`config.mk`:
```
export PLATFORM = sky130hd
export DESIGN_NAME = supervisor_device_flat
export DESIGN_NICKNAME = d
export VERILOG_FILES = /design/src/core/wsup_pkg.sv /design/src/core/wsup_if.sv /design/src/core/supervisor_device.sv /design/src/flat_wrapper.sv
export VERILOG_INCLUDE_DIRS = /design/src /design/src/core
export SDC_FILE = /design/constraint.sdc
export NUM_CORES = 1
export LEC_CHECK = 0
export BUFFER_PORTS_ARGS = -buffer_cell sky130_fd_sc_hd__buf_4
export CAP_MARGIN = 20
export CELL_PAD_IN_SITES_DETAIL_PLACEMENT = 0
export CELL_PAD_IN_SITES_GLOBAL_PLACEMENT = 1
export CORE_MARGIN = 10
export CORE_UTILIZATION = 50
export DETAILED_ROUTE_END_ITERATION = 8
export GPL_ROUTABILITY_DRIVEN = 0
export PLACE_DENSITY = 0.81
export SLEW_MARGIN = 20
export SYNTH_ARGS = -nofsm -noshare
export SYNTH_HDL_FRONTEND = slang
export SYNTH_SLANG_ARGS = --single-unit
```
`constraint.sdc`:
```
create_clock -name mclk -period 30.4 [get_ports mclk]
set_clock_uncertainty 0.1 [all_clocks]
set_input_delay 4.56 -clock mclk [delete_from_list [all_inputs] [get_ports mclk]]
set_output_delay 4.56 -clock mclk [all_outputs]
set_load 0.005 [all_outputs]
```
`src/core/wsup_defines.svh`:
```
`ifndef WSUP_DEFINES_SVH
`define WSUP_DEFINES_SVH

// timebase
`define CLK_PERIOD_NS       10
`define TICK_NS             100000
`define TICKS_PER_MS        10
`define CNT_W               20

// reset delay
`define RST_DELAY_MS        200
`define ALT_DELAY_MS        20
`define DLY_CODE_OPEN       2'h0

// upper window period: ticks = slope * nF + offset (0.1 ms ticks)
`define PERIOD_SLOPE_X10    774
`define PERIOD_OFFSET_TICKS 550
`define UPPER_MIN_PCT       85
`define UPPER_MAX_PCT       115
`define PCT_DIV             100

// lower bound scale, in eighths of the upper bound
`define RATIO_DIV_SHIFT     3
`define RATIO_00            4'h1
`define RATIO_01            4'h6
`define RATIO_11            4'h4
`define SEL_CODE_00         2'h0
`define SEL_CODE_01         2'h1
`define SEL_CODE_OFF        2'h2

// controller registers (byte addresses)
`define ADDR_W              5
`define REG_CTRL            5'h00
`define REG_HALF            5'h04
`define REG_STATUS          5'h08
`define REG_IRQ_STAT        5'h0c
`define REG_IRQ_MASK        5'h10

`define CTRL_AUTO_BIT       0
`define CTRL_SEL_A_BIT      1
`define CTRL_SEL_B_BIT      2
`define CTRL_TOGGLE_BIT     3
`define CTRL_RESET          4'h1
`define HALF_RESET          32'h02fa_f080

`define EV_RESET_FELL       0
`define EV_RESET_ROSE       1
`define EV_W                2

`endif

```
`src/core/wsup_pkg.sv`:
```
package wsup_pkg;

  typedef enum logic [2:0] {
    SUP_LOW   = 3'b001,
    SUP_DELAY = 3'b010,
    SUP_OK    = 3'b100
  } supply_state_e;

  typedef enum logic [2:0] {
    WD_IDLE  = 3'b001,
    WD_RUN   = 3'b010,
    WD_FAULT = 3'b100
  } wd_state_e;

endpackage

```
`src/core/wsup_if.sv`:
```
`timescale 1ns/1ns
interface wsup_if;
  logic watchdog_kick_input;
  logic window_select_a;
  logic window_select_b;
  logic supply_fault_o;
  logic supply_fault_oe;
  logic watchdog_fault_output_o;
  logic watchdog_fault_output_oe;
  logic reset_line;

  // one pull-up on the shared line; any enabled driver whose data is low pulls it low
  assign reset_line = !((supply_fault_oe && !supply_fault_o) ||
                        (watchdog_fault_output_oe && !watchdog_fault_output_o));

  modport device (
    input  watchdog_kick_input,
    input  window_select_a,
    input  window_select_b,
    output supply_fault_o,
    output supply_fault_oe,
    output watchdog_fault_output_o,
    output watchdog_fault_output_oe
  );

  modport host (
    output watchdog_kick_input,
    output window_select_a,
    output window_select_b,
    input  reset_line
  );
endinterface

```
`src/core/supervisor_device.sv`:
```
`timescale 1ns/1ns
`include "wsup_defines.svh"
module supervisor_device
  import wsup_pkg::*;
#(
  parameter int unsigned TICK_CYCLES  = `TICK_NS / `CLK_PERIOD_NS,
  parameter int unsigned CNT_W        = `CNT_W,
  parameter int unsigned ALT_DELAY_MS = `ALT_DELAY_MS
)(
  input  wire logic       mclk,
  input  wire logic       rst_n,
  input  wire logic       ce,
  input  wire logic       rail_below_threshold,
  input  wire logic       rail_above_hysteresis,
  input  wire logic [1:0] delay_program_pin,
  input  wire logic [7:0] period_program_pin,
  wsup_if.device          link
);

  localparam int unsigned SW = 15;
  localparam int unsigned PW = $clog2(TICK_CYCLES + 1);
  localparam int unsigned XW = CNT_W + 8;

  function automatic logic [CNT_W-1:0] scale_pct(input logic [CNT_W-1:0] v, input logic [7:0] pct);
    logic [XW-1:0] prod;
    prod = XW'(v) * XW'(pct);
    return CNT_W'(prod / XW'(`PCT_DIV));
  endfunction

  function automatic logic [CNT_W-1:0] delay_ticks(input logic [1:0] code);
    logic [31:0] ms;
    ms = (code == `DLY_CODE_OPEN) ? 32'(`RST_DELAY_MS) : 32'(ALT_DELAY_MS);
    return CNT_W'(ms * 32'(`TICKS_PER_MS));
  endfunction

  // all pins come from outside the clock domain
  logic [SW-1:0] sync1_reg, sync1_next;
  logic [SW-1:0] sync2_reg, sync2_next;
  logic          kick_d_reg, kick_d_next;
  logic [PW-1:0] presc_reg, presc_next;
  logic          tick;

  logic       kick_s, sel_a_s, sel_b_s, below_s, above_s;
  logic [1:0] dly_code_s;
  logic [7:0] cap_nf_s;
  assign {kick_s, sel_a_s, sel_b_s, below_s, above_s, dly_code_s, cap_nf_s} = sync2_reg;

  always_comb begin
    sync1_next  = {link.watchdog_kick_input, link.window_select_a, link.window_select_b,
                   rail_below_threshold, rail_above_hysteresis, delay_program_pin, period_program_pin};
    sync2_next  = sync1_reg;
    kick_d_next = kick_s;
    tick        = (presc_reg == PW'(TICK_CYCLES - 1));
    presc_next  = tick ? '0 : presc_reg + PW'(1);
  end

  always_ff @(posedge mclk) begin
    if (!rst_n) begin
      sync1_reg  <= '0;
      sync2_reg  <= '0;
      kick_d_reg <= 1'b0;
      presc_reg  <= '0;
    end else if (ce) begin
      sync1_reg  <= sync1_next;
      sync2_reg  <= sync2_next;
      kick_d_reg <= kick_d_next;
      presc_reg  <= presc_next;
    end
  end

  // window bounds, all in 0.1 ms ticks
  logic [CNT_W-1:0] rst_delay;
  logic [CNT_W-1:0] upper_typ, upper_min, upper_max, lower_max;
  logic [3:0]       ratio;
  logic [1:0]       sel_code;
  logic             wd_enabled;
  logic [XW-1:0]    lower_prod;

  always_comb begin
    sel_code   = {sel_a_s, sel_b_s};
    wd_enabled = (sel_code != `SEL_CODE_OFF);
    rst_delay  = delay_ticks(dly_code_s);
    upper_typ  = CNT_W'(32'(`PERIOD_SLOPE_X10) * 32'(cap_nf_s) + 32'(`PERIOD_OFFSET_TICKS));
    upper_min  = scale_pct(upper_typ, 8'(`UPPER_MIN_PCT));
    upper_max  = scale_pct(upper_typ, 8'(`UPPER_MAX_PCT));
    unique case (sel_code)
      `SEL_CODE_00: ratio = `RATIO_00;
      `SEL_CODE_01: ratio = `RATIO_01;
      default:      ratio = `RATIO_11;
    endcase
    lower_prod = XW'(upper_max) * XW'(ratio);
    lower_max  = CNT_W'(lower_prod >> `RATIO_DIV_SHIFT);
  end

  // supply supervisor
  supply_state_e    sup_state_reg, sup_state_next;
  logic [CNT_W-1:0] sup_cnt_reg, sup_cnt_next;

  always_comb begin
    sup_state_next = sup_state_reg;
    sup_cnt_next   = sup_cnt_reg;
    unique case (sup_state_reg)
      SUP_LOW: begin
        sup_cnt_next = '0;
        if (!below_s && above_s) begin
          sup_state_next = SUP_DELAY;
        end
      end
      SUP_DELAY: begin
        if (below_s) begin
          sup_state_next = SUP_LOW;
        end else if (tick) begin
          if (sup_cnt_reg + CNT_W'(1) >= rst_delay) begin
            sup_state_next = SUP_OK;
          end else begin
            sup_cnt_next = sup_cnt_reg + CNT_W'(1);
          end
        end
      end
      SUP_OK: begin
        if (below_s) begin
          sup_state_next = SUP_LOW;
        end
      end
      default: sup_state_next = SUP_LOW;
    endcase
  end

  always_ff @(posedge mclk) begin
    if (!rst_n) begin
      sup_state_reg <= SUP_LOW;
      sup_cnt_reg   <= '0;
    end else if (ce) begin
      sup_state_reg <= sup_state_next;
      sup_cnt_reg   <= sup_cnt_next;
    end
  end

  // window watchdog
  wd_state_e        wd_state_reg, wd_state_next;
  logic [CNT_W-1:0] ivl_reg, ivl_next;
  logic             kick_fall;

  always_comb begin
    kick_fall     = kick_d_reg && !kick_s;
    wd_state_next = wd_state_reg;
    ivl_next      = ivl_reg;
    unique case (wd_state_reg)
      WD_IDLE: begin
        ivl_next = '0;
        // paused while the host is held in supply reset
        if (wd_enabled && sup_state_reg == SUP_OK) begin
          wd_state_next = WD_RUN;
        end
      end
      WD_RUN: begin
        if (!wd_enabled || sup_state_reg != SUP_OK) begin
          wd_state_next = WD_IDLE;
        end else if (kick_fall) begin
          if (ivl_reg <= lower_max) begin
            wd_state_next = WD_FAULT;
            ivl_next      = '0;
          end else begin
            ivl_next = '0;
          end
        end else if (tick) begin
          if (ivl_reg + CNT_W'(1) >= upper_min) begin
            wd_state_next = WD_FAULT;
            ivl_next      = '0;
          end else begin
            ivl_next = ivl_reg + CNT_W'(1);
          end
        end
      end
      WD_FAULT: begin
        if (!wd_enabled) begin
          wd_state_next = WD_IDLE;
        end else if (tick) begin
          if (ivl_reg + CNT_W'(1) >= rst_delay) begin
            wd_state_next = WD_RUN;
            ivl_next      = '0;
          end else begin
            ivl_next = ivl_reg + CNT_W'(1);
          end
        end
      end
      default: wd_state_next = WD_IDLE;
    endcase
  end

  always_ff @(posedge mclk) begin
    if (!rst_n) begin
      wd_state_reg <= WD_IDLE;
      ivl_reg      <= '0;
    end else if (ce) begin
      wd_state_reg <= wd_state_next;
      ivl_reg      <= ivl_next;
    end
  end

  // open-drain: data is always low, only the enable moves
  assign link.supply_fault_o           = 1'b0;
  assign link.supply_fault_oe          = (sup_state_reg != SUP_OK);
  assign link.watchdog_fault_output_o  = 1'b0;
  assign link.watchdog_fault_output_oe = (wd_state_reg == WD_FAULT);

endmodule

```
`src/flat_wrapper.sv`:
```
// flat-port wrapper written by rule: the top's interface ports become plain ports
module supervisor_device_flat import wsup_pkg::*;
#(
  parameter int unsigned TICK_CYCLES  = `TICK_NS / `CLK_PERIOD_NS,
  parameter int unsigned CNT_W        = `CNT_W,
  parameter int unsigned ALT_DELAY_MS = `ALT_DELAY_MS
)
  (mclk, rst_n, ce, rail_below_threshold, rail_above_hysteresis, delay_program_pin, period_program_pin, link_watchdog_kick_input, link_window_select_a, link_window_select_b, link_supply_fault_o, link_supply_fault_oe, link_watchdog_fault_output_o, link_watchdog_fault_output_oe);
  wsup_if link_i ();
  input  wire logic mclk;
  input  wire logic rst_n;
  input  wire logic ce;
  input  wire logic rail_below_threshold;
  input  wire logic rail_above_hysteresis;
  input  wire logic [1:0] delay_program_pin;
  input  wire logic [7:0] period_program_pin;
  input wire logic [$bits(link_i.watchdog_kick_input)-1:0] link_watchdog_kick_input;
  input wire logic [$bits(link_i.window_select_a)-1:0] link_window_select_a;
  input wire logic [$bits(link_i.window_select_b)-1:0] link_window_select_b;
  output wire logic [$bits(link_i.supply_fault_o)-1:0] link_supply_fault_o;
  output wire logic [$bits(link_i.supply_fault_oe)-1:0] link_supply_fault_oe;
  output wire logic [$bits(link_i.watchdog_fault_output_o)-1:0] link_watchdog_fault_output_o;
  output wire logic [$bits(link_i.watchdog_fault_output_oe)-1:0] link_watchdog_fault_output_oe;
  assign link_i.watchdog_kick_input = link_watchdog_kick_input;
  assign link_i.window_select_a = link_window_select_a;
  assign link_i.window_select_b = link_window_select_b;
  assign link_supply_fault_o = link_i.supply_fault_o;
  assign link_supply_fault_oe = link_i.supply_fault_oe;
  assign link_watchdog_fault_output_o = link_i.watchdog_fault_output_o;
  assign link_watchdog_fault_output_oe = link_i.watchdog_fault_output_oe;
  supervisor_device #(.TICK_CYCLES(TICK_CYCLES), .CNT_W(CNT_W), .ALT_DELAY_MS(ALT_DELAY_MS)) u_core (.mclk(mclk), .rst_n(rst_n), .ce(ce), .rail_below_threshold(rail_below_threshold), .rail_above_hysteresis(rail_above_hysteresis), .delay_program_pin(delay_program_pin), .period_program_pin(period_program_pin), .link(link_i));
endmodule
```
=== Yosys cells after proc, flatten, opt, wreduce, memory -nomap -nowiden ===
Index checks and enable logic that the tools add are counted.

* Bits in registers: 91
* Input port bits: 18
* Output and inout bits: 4
* Logic and storage cells: 96

* Add/sub/neg operators: 4
* Multiply operators: 5
* Divide/modulo/power cells: 2
* $lt $le $gt $ge: 4
* Eq/ne operators: 27
* Mux-type cells: 31
* Reductions and logical operators: 15

{| class="wikitable"
|+ Operators by type and width
! kind !! number
|-
| $mux W20 || 10
|-
| $ge A20 B20 Y1 || 3
|-
| $pmux W20 S3 || 1
|-
| $div A27 B7 Y28 const B || 2
|-
| $mul A20 B7 Y27 const B || 2
|-
| $mux W3 || 14
|-
| $add A20 B1 Y20 const B || 2
|-
| $pmux W20 S2 || 1
|-
| $mul A32 B3 Y19 const B || 1
|-
| $mul A20 B3 Y23 || 1
|-
| $le A20 B20 Y1 || 1
|-
| $add A18 B10 Y19 const B || 1
|-
| $pmux W3 S3 || 2
|-
| $mul A9 B8 Y17 const A || 1
|-
| $add A14 B1 Y14 const B || 1
|-
| $eq A14 B14 Y1 const B || 1
|-
| $mux W14 || 1
|-
| $ne A2 B1 Y1 const B || 6
|-
| $reduce_and A5 Y1 || 2
|-
| $ne A3 B1 Y1 const B || 3
|-
| $mux W8 || 1
|-
| $ne A2 B2 Y1 const B || 4
|-
| $ne A4 B1 Y1 const B || 2
|-
| $reduce_and A7 Y1 || 1
|-
| 15 further kinds || 24
|}

=== Depth between registers and ports, before layout ===
* Depth after elaboration: 10
* Gate-level depth with buffers: 130

=== Worst setup path after synthesis ===
No wires, ideal clock.

* Path type: flip-flop to flip-flop
* From: reg u_core.sync2_reg[0]
* To: reg u_core.wd_state_reg[2]
* Library setup time: 116 ps
* Data arrival time: 24,688 ps
* Slack: 5,496 ps
* Cell stages (with the launch flop): 122
* Path buffers: 6
* Cells stage by stage: dfxtp_1 -> inv_1 -> ha_1 -> fa_1 -> ha_1 -> ha_1 -> inv_1 -> o21bai_1 -> a21oi_1 -> o21bai_1 -> a21oi_1 -> nor2_1 -> o21ai_0 -> nand2b_1 -> maj3_1 -> xnor2_1 -> xnor2_1 -> inv_1 -> [86 not listed] -> o21a_1 -> o21ai_0 -> a21oi_1 -> nor2_1 -> o21bai_1 -> a21oi_1 -> xor2_1 -> ha_1 -> nand4_1 -> nor4_1 -> nand2_1 -> a31oi_1 -> nor3_1 -> a31oi_1 -> o211ai_1 -> a21oi_1 -> mux2i_1 -> nor2b_1

* Longest elaborated chain between the ends: 8
* Elaborated cells between the ends (all ways): 12

{| class="wikitable"
|+ Ends and longest elaborated chain
! what !! line !! text
|-
| from (decl) || supervisor_device.sv:38 || <nowiki>logic [SW-1:0] sync2_reg, sync2_next;</nowiki>
|-
| from (signal assigned) || supervisor_device.sv:65 || <nowiki>sync2_reg <= sync2_next;</nowiki>
|-
| $mul A9 B8 Y17 * || supervisor_device.sv:83 || <nowiki>upper_typ = CNT_W'(32'(`PERIOD_SLOPE_X10) * 32'(cap_nf_s) + 32'(`PERIOD_OFFSET_TICKS));</nowiki>
|-
| $add A18 B10 Y19 * || supervisor_device.sv:83 ||
|-
| $mul A20 B7 Y27 || supervisor_device.sv:26 || <nowiki>prod = XW'(v) * XW'(pct);</nowiki>
|-
| $div A27 B7 Y28 || supervisor_device.sv:27 || <nowiki>return CNT_W'(prod / XW'(`PCT_DIV));</nowiki>
|-
| $mul A20 B3 Y23 || supervisor_device.sv:91 || <nowiki>lower_prod = XW'(upper_max) * XW'(ratio);</nowiki>
|-
| $le A20 B20 Y1 || supervisor_device.sv:160 || <nowiki>if (ivl_reg <= lower_max) begin</nowiki>
|-
| $ne A4 B4 Y1 (no source line) || -- ||
|-
| $reduce_and A7 Y1 (no source line) * || -- ||
|-
| to (signal assigned) || supervisor_device.sv:196 || <nowiki>wd_state_reg <= wd_state_next;</nowiki>
|-
| to (decl) || supervisor_device.sv:140 || <nowiki>wd_state_e wd_state_reg, wd_state_next;</nowiki>
|}

Every way passes the cells marked *; elsewhere a longest branch is shown, timed or not.
A chain may end at the register's enable or synchronous reset.

=== Final worst setup path ===
* From: reg u_core.sync2_reg[0]
* To: reg u_core.ivl_reg[15]

* Longest elaborated chain between the ends: 10

{| class="wikitable"
|+ Ends and longest elaborated chain
! what !! line !! text
|-
| $mul A9 B8 Y17 || supervisor_device.sv:83 ||
|-
| $add A18 B10 Y19 || supervisor_device.sv:83 ||
|-
| $mul A20 B7 Y27 || supervisor_device.sv:26 ||
|-
| $div A27 B7 Y28 || supervisor_device.sv:27 ||
|-
| $ge A20 B20 Y1 || supervisor_device.sv:167 || <nowiki>if (ivl_reg + CNT_W'(1) >= upper_min) begin</nowiki>
|-
| $mux W20 || supervisor_device.sv:167 ||
|-
| $mux W20 || supervisor_device.sv:166 || <nowiki>end else if (tick) begin</nowiki>
|-
| $mux W20 || supervisor_device.sv:159 || <nowiki>end else if (kick_fall) begin</nowiki>
|-
| $mux W20 || supervisor_device.sv:157 || <nowiki>if (!wd_enabled || sup_state_reg != SUP_OK) begin</nowiki>
|-
| $pmux W20 S3 || supervisor_device.sv:148 || <nowiki>unique case (wd_state_reg)</nowiki>
|-
| to (signal assigned) || supervisor_device.sv:197 || <nowiki>ivl_reg <= ivl_next;</nowiki>
|-
| to (decl) || supervisor_device.sv:141 || <nowiki>logic [CNT_W-1:0] ivl_reg, ivl_next;</nowiki>
|}

No other way between the ends. The select of a mux whose other input is x is not followed.

==> impl_results.md <==
* DR vias/cell at 6.26
* Drt drc at 0
* Status: complete, no violations
* Post-synthesis async set-or-reset flop share at 0%
* Clock Sinks at 91
* Antenna violations before repair at 0
* Post-route ant nets at 0
* Min cycle time layout at about 28000 ps
* H-tree Lvls at 3
* Layout net count at around 3400
* Yosys warns at 0
* Horiz. Die Dim at approximately 240 um
* Layout cells sized above 1 at approximately 8%
* Inserted Diodes at 0
* CTS clock-pin slew for the worst setup and hold paths at approximately 70 ps
* First-pass GRT wire length at 109000 um
* DR pass1 iterations at 6
* Wire length per cell at approximately 18 um
* Synth unique cells at between 100 and 150
* Fin. Hold Viols at 0
* Share of the synthesized area in the top cell type at 13.0%
* Final setup vio count at 0
* Post-synthesis sequential area ratio at between 7 and 8%
* DIE AREA at about 0.056 sq mm
* Avg Synthesized Cell Area at around 7.5 sq um
* Post-synth top flop: dfxtp_1
* Mapped Area at roughly 0.023 sq mm
* Gate Count Post-Synth at between 3000 and 4000
* Critical Path AT at 28310 ps
* Max Root-Sink Buffers at 2
* Initial detailed-routing violation count at 1446
* Critical Path Start Type: flip-flop
* Pins Over Slew Limit at 0
* Row cnt at 79
* Finished Layout Cells at 3677
* Number of global-route vias before repair at 21877
* Core ar. at ~0.046 sq mm
* Largest net degree at the start of global routing at 80
* Root buffer cell: clkbuf_16
* I/O pin count at 22
* Worst slew pin tran at 1100 ps
* Crit path max fanout at 16
* Highest-delay cell along the critical path: o211ai_1
* Remaining Overflow, GRT at 0
* Post-synth EDFFs at 0
* Most frequent cell after synthesis: inv_1
* CP Class: reg2reg
* Most used cell, CP: a21oi_1
* Critical Path End Type: flip-flop
* Fill cells at roughly 4600
* Multi-input logic area at ~0.020 sq mm
* Synth Register Bits at 91
* Worst-Skew Late Latency at approximately 360 ps
* WP data required at roughly 31000 ps
* Area delta synth->final at 5.17%
* FF+latch area at approximately 0.0018 sq mm
* Placed cell count at ~3700
* CTS buffer count at 9
* Fmax at 35.6 MHz
* Starting Density at about half
* Port Buf Inserts at 19
* GRT Util Overall at 22.4%
* Via count of the routed design at about 23000
* Fraction of the cycle the final worst path needs at 92.5%
* Cts hold-fix bufs at 0
* Die Y at around 240 um
* Rel. slew slack at approximately 26%
* Max_cap viols at 0
* Area leader, netlist: ha_1
* Worst min-delay path class: reg2reg
* Final wirelength at 65100 um
* CTS tree: done
* Synth top cells by count: inv_1 (267), ha_1 (242), nand2_1 (242), nor2_1 (223), o21ai_0 (160)
* CP max stage delay at 760 ps
* Ranking of synthesized cells by area: ha_1 (13%), dfxtp_1 (7.8%), fa_1 (6.9%)
* Hpwl dp at ~52000 um
==> metrics by stage <==
step / instance area [sq um] / hold WS (ps) / setup WS (ps) / utilization [%] / TNS (ps)
after floorplan: 23300 / 358 / 5500 / - / 0
after global placement: 24000 / 367 / 884 / 51.7 / 0
after detailed placement: 24000 / 387 / 280 / 51.7 / 0
after CTS: 24300 / 399 / 204 / 52.4 / 0
after global routing: 24500 / 416 / -141 / 52.9 / -483
final: 24500 / 394 / 2300 / 52.9 / 0
==> what timing repair did <==
item,4_1_cts,5_1_grt
buffers inserted,0,7
endpoints found under the setup margin,0,23
gates resized for setup,0,31
==> final cells by class <==
cell class,instances,area share (%)
multi-input combinational,2647,82.7
sequential,91,7.43
inverter,271,4.15
tap,607,3.10
timing repair buffer,45,1.38
clock buffer,10,0.975
clock inverter,6,0.291
==> final timing paths <==
check / start / cells past startpoint / slack [ps] / end
max: u_core.sync2_reg[0]$_SDFFE_PN0P_ / 108 / 2300 / u_core.ivl_reg[15]$_SDFFE_PN0P_
min: u_core.sup_cnt_reg[19]$_SDFFE_PN0P_ / 1 / 390 / u_core.sup_cnt_reg[19]$_SDFFE_PN0P_
max reg2reg: u_core.sync2_reg[0]$_SDFFE_PN0P_ / 108 / 2300 / u_core.ivl_reg[15]$_SDFFE_PN0P_
min reg2reg: u_core.sup_cnt_reg[19]$_SDFFE_PN0P_ / 1 / 390 / u_core.sup_cnt_reg[19]$_SDFFE_PN0P_
==> placed cells by master (no fill, tap or decap), types with 32 or more instances in the layout <==
master | synthesis | final
a21oi_1 | 156 | 154
xor2_1 | 69 | 66
or3_1 | 32 | 32
mux2i_1 | 57 | 56
o21ai_0 | 160 | 160
inv_1 | 267 | 267
nand2b_1 | 44 | 44
fa_1 | 80 | 80
nor3_1 | 95 | 94
a21o_1 | 61 | 61
and3_1 | 51 | 51
a31oi_1 | 46 | 46
o211ai_1 | 56 | 56
xnor2_1 | 136 | 132
a211oi_1 | 34 | 33
nor2_1 | 223 | 221
and2_1 | 52 | 52
o21a_1 | 43 | 43
nor2b_1 | 76 | 75
nand2_1 | 242 | 242
dfxtp_1 | 91 | 91
nand3_1 | 87 | 87
ha_1 | 242 | 242
buf_4 | 7 | 45
nand4_1 | 38 | 38
==> routing by layer <==
layer	share of wire, %	vias to the layer above	GRT usage, %
met5	0	-	0
met2	47	577	38.4
met3	3.4	82	1.86
li1	-	11362	-
met1	47	10998	29.3
met4	2.3	0	6.45
==> worst max-delay path: cells and delay by family, from the launching register on <==
kind,cells,cell delay (ps)
buffers and inverters,8,1170
XOR/XNOR,2,960
adder cells (fa/ha/maj),11,4410
AO/OA/AOI/OAI,53,12680
multiplexers,3,1190
AND/OR/NAND/NOR,31,6880
flip-flops,1,540
==> cells by family (layout without fill, tap and decap cells) <==
family	count (synthesis)	count (layout)	synth area share, %
muxes	70	70	3.11
AOI/OAI and AO/OA	940	940	29.8
and+or+nand+nor	1086	1086	24.4
xor gates and xnor gates	215	215	8.40
other	2	3	0.0322
adders and majority gates	333	333	20.3
DFF	91	91	7.81
buffers and inverters	365	332	6.12
Power is left out: the tool's default activity adds up to more than one toggle a clock period on the data nets, which glitch-free logic cannot reach.
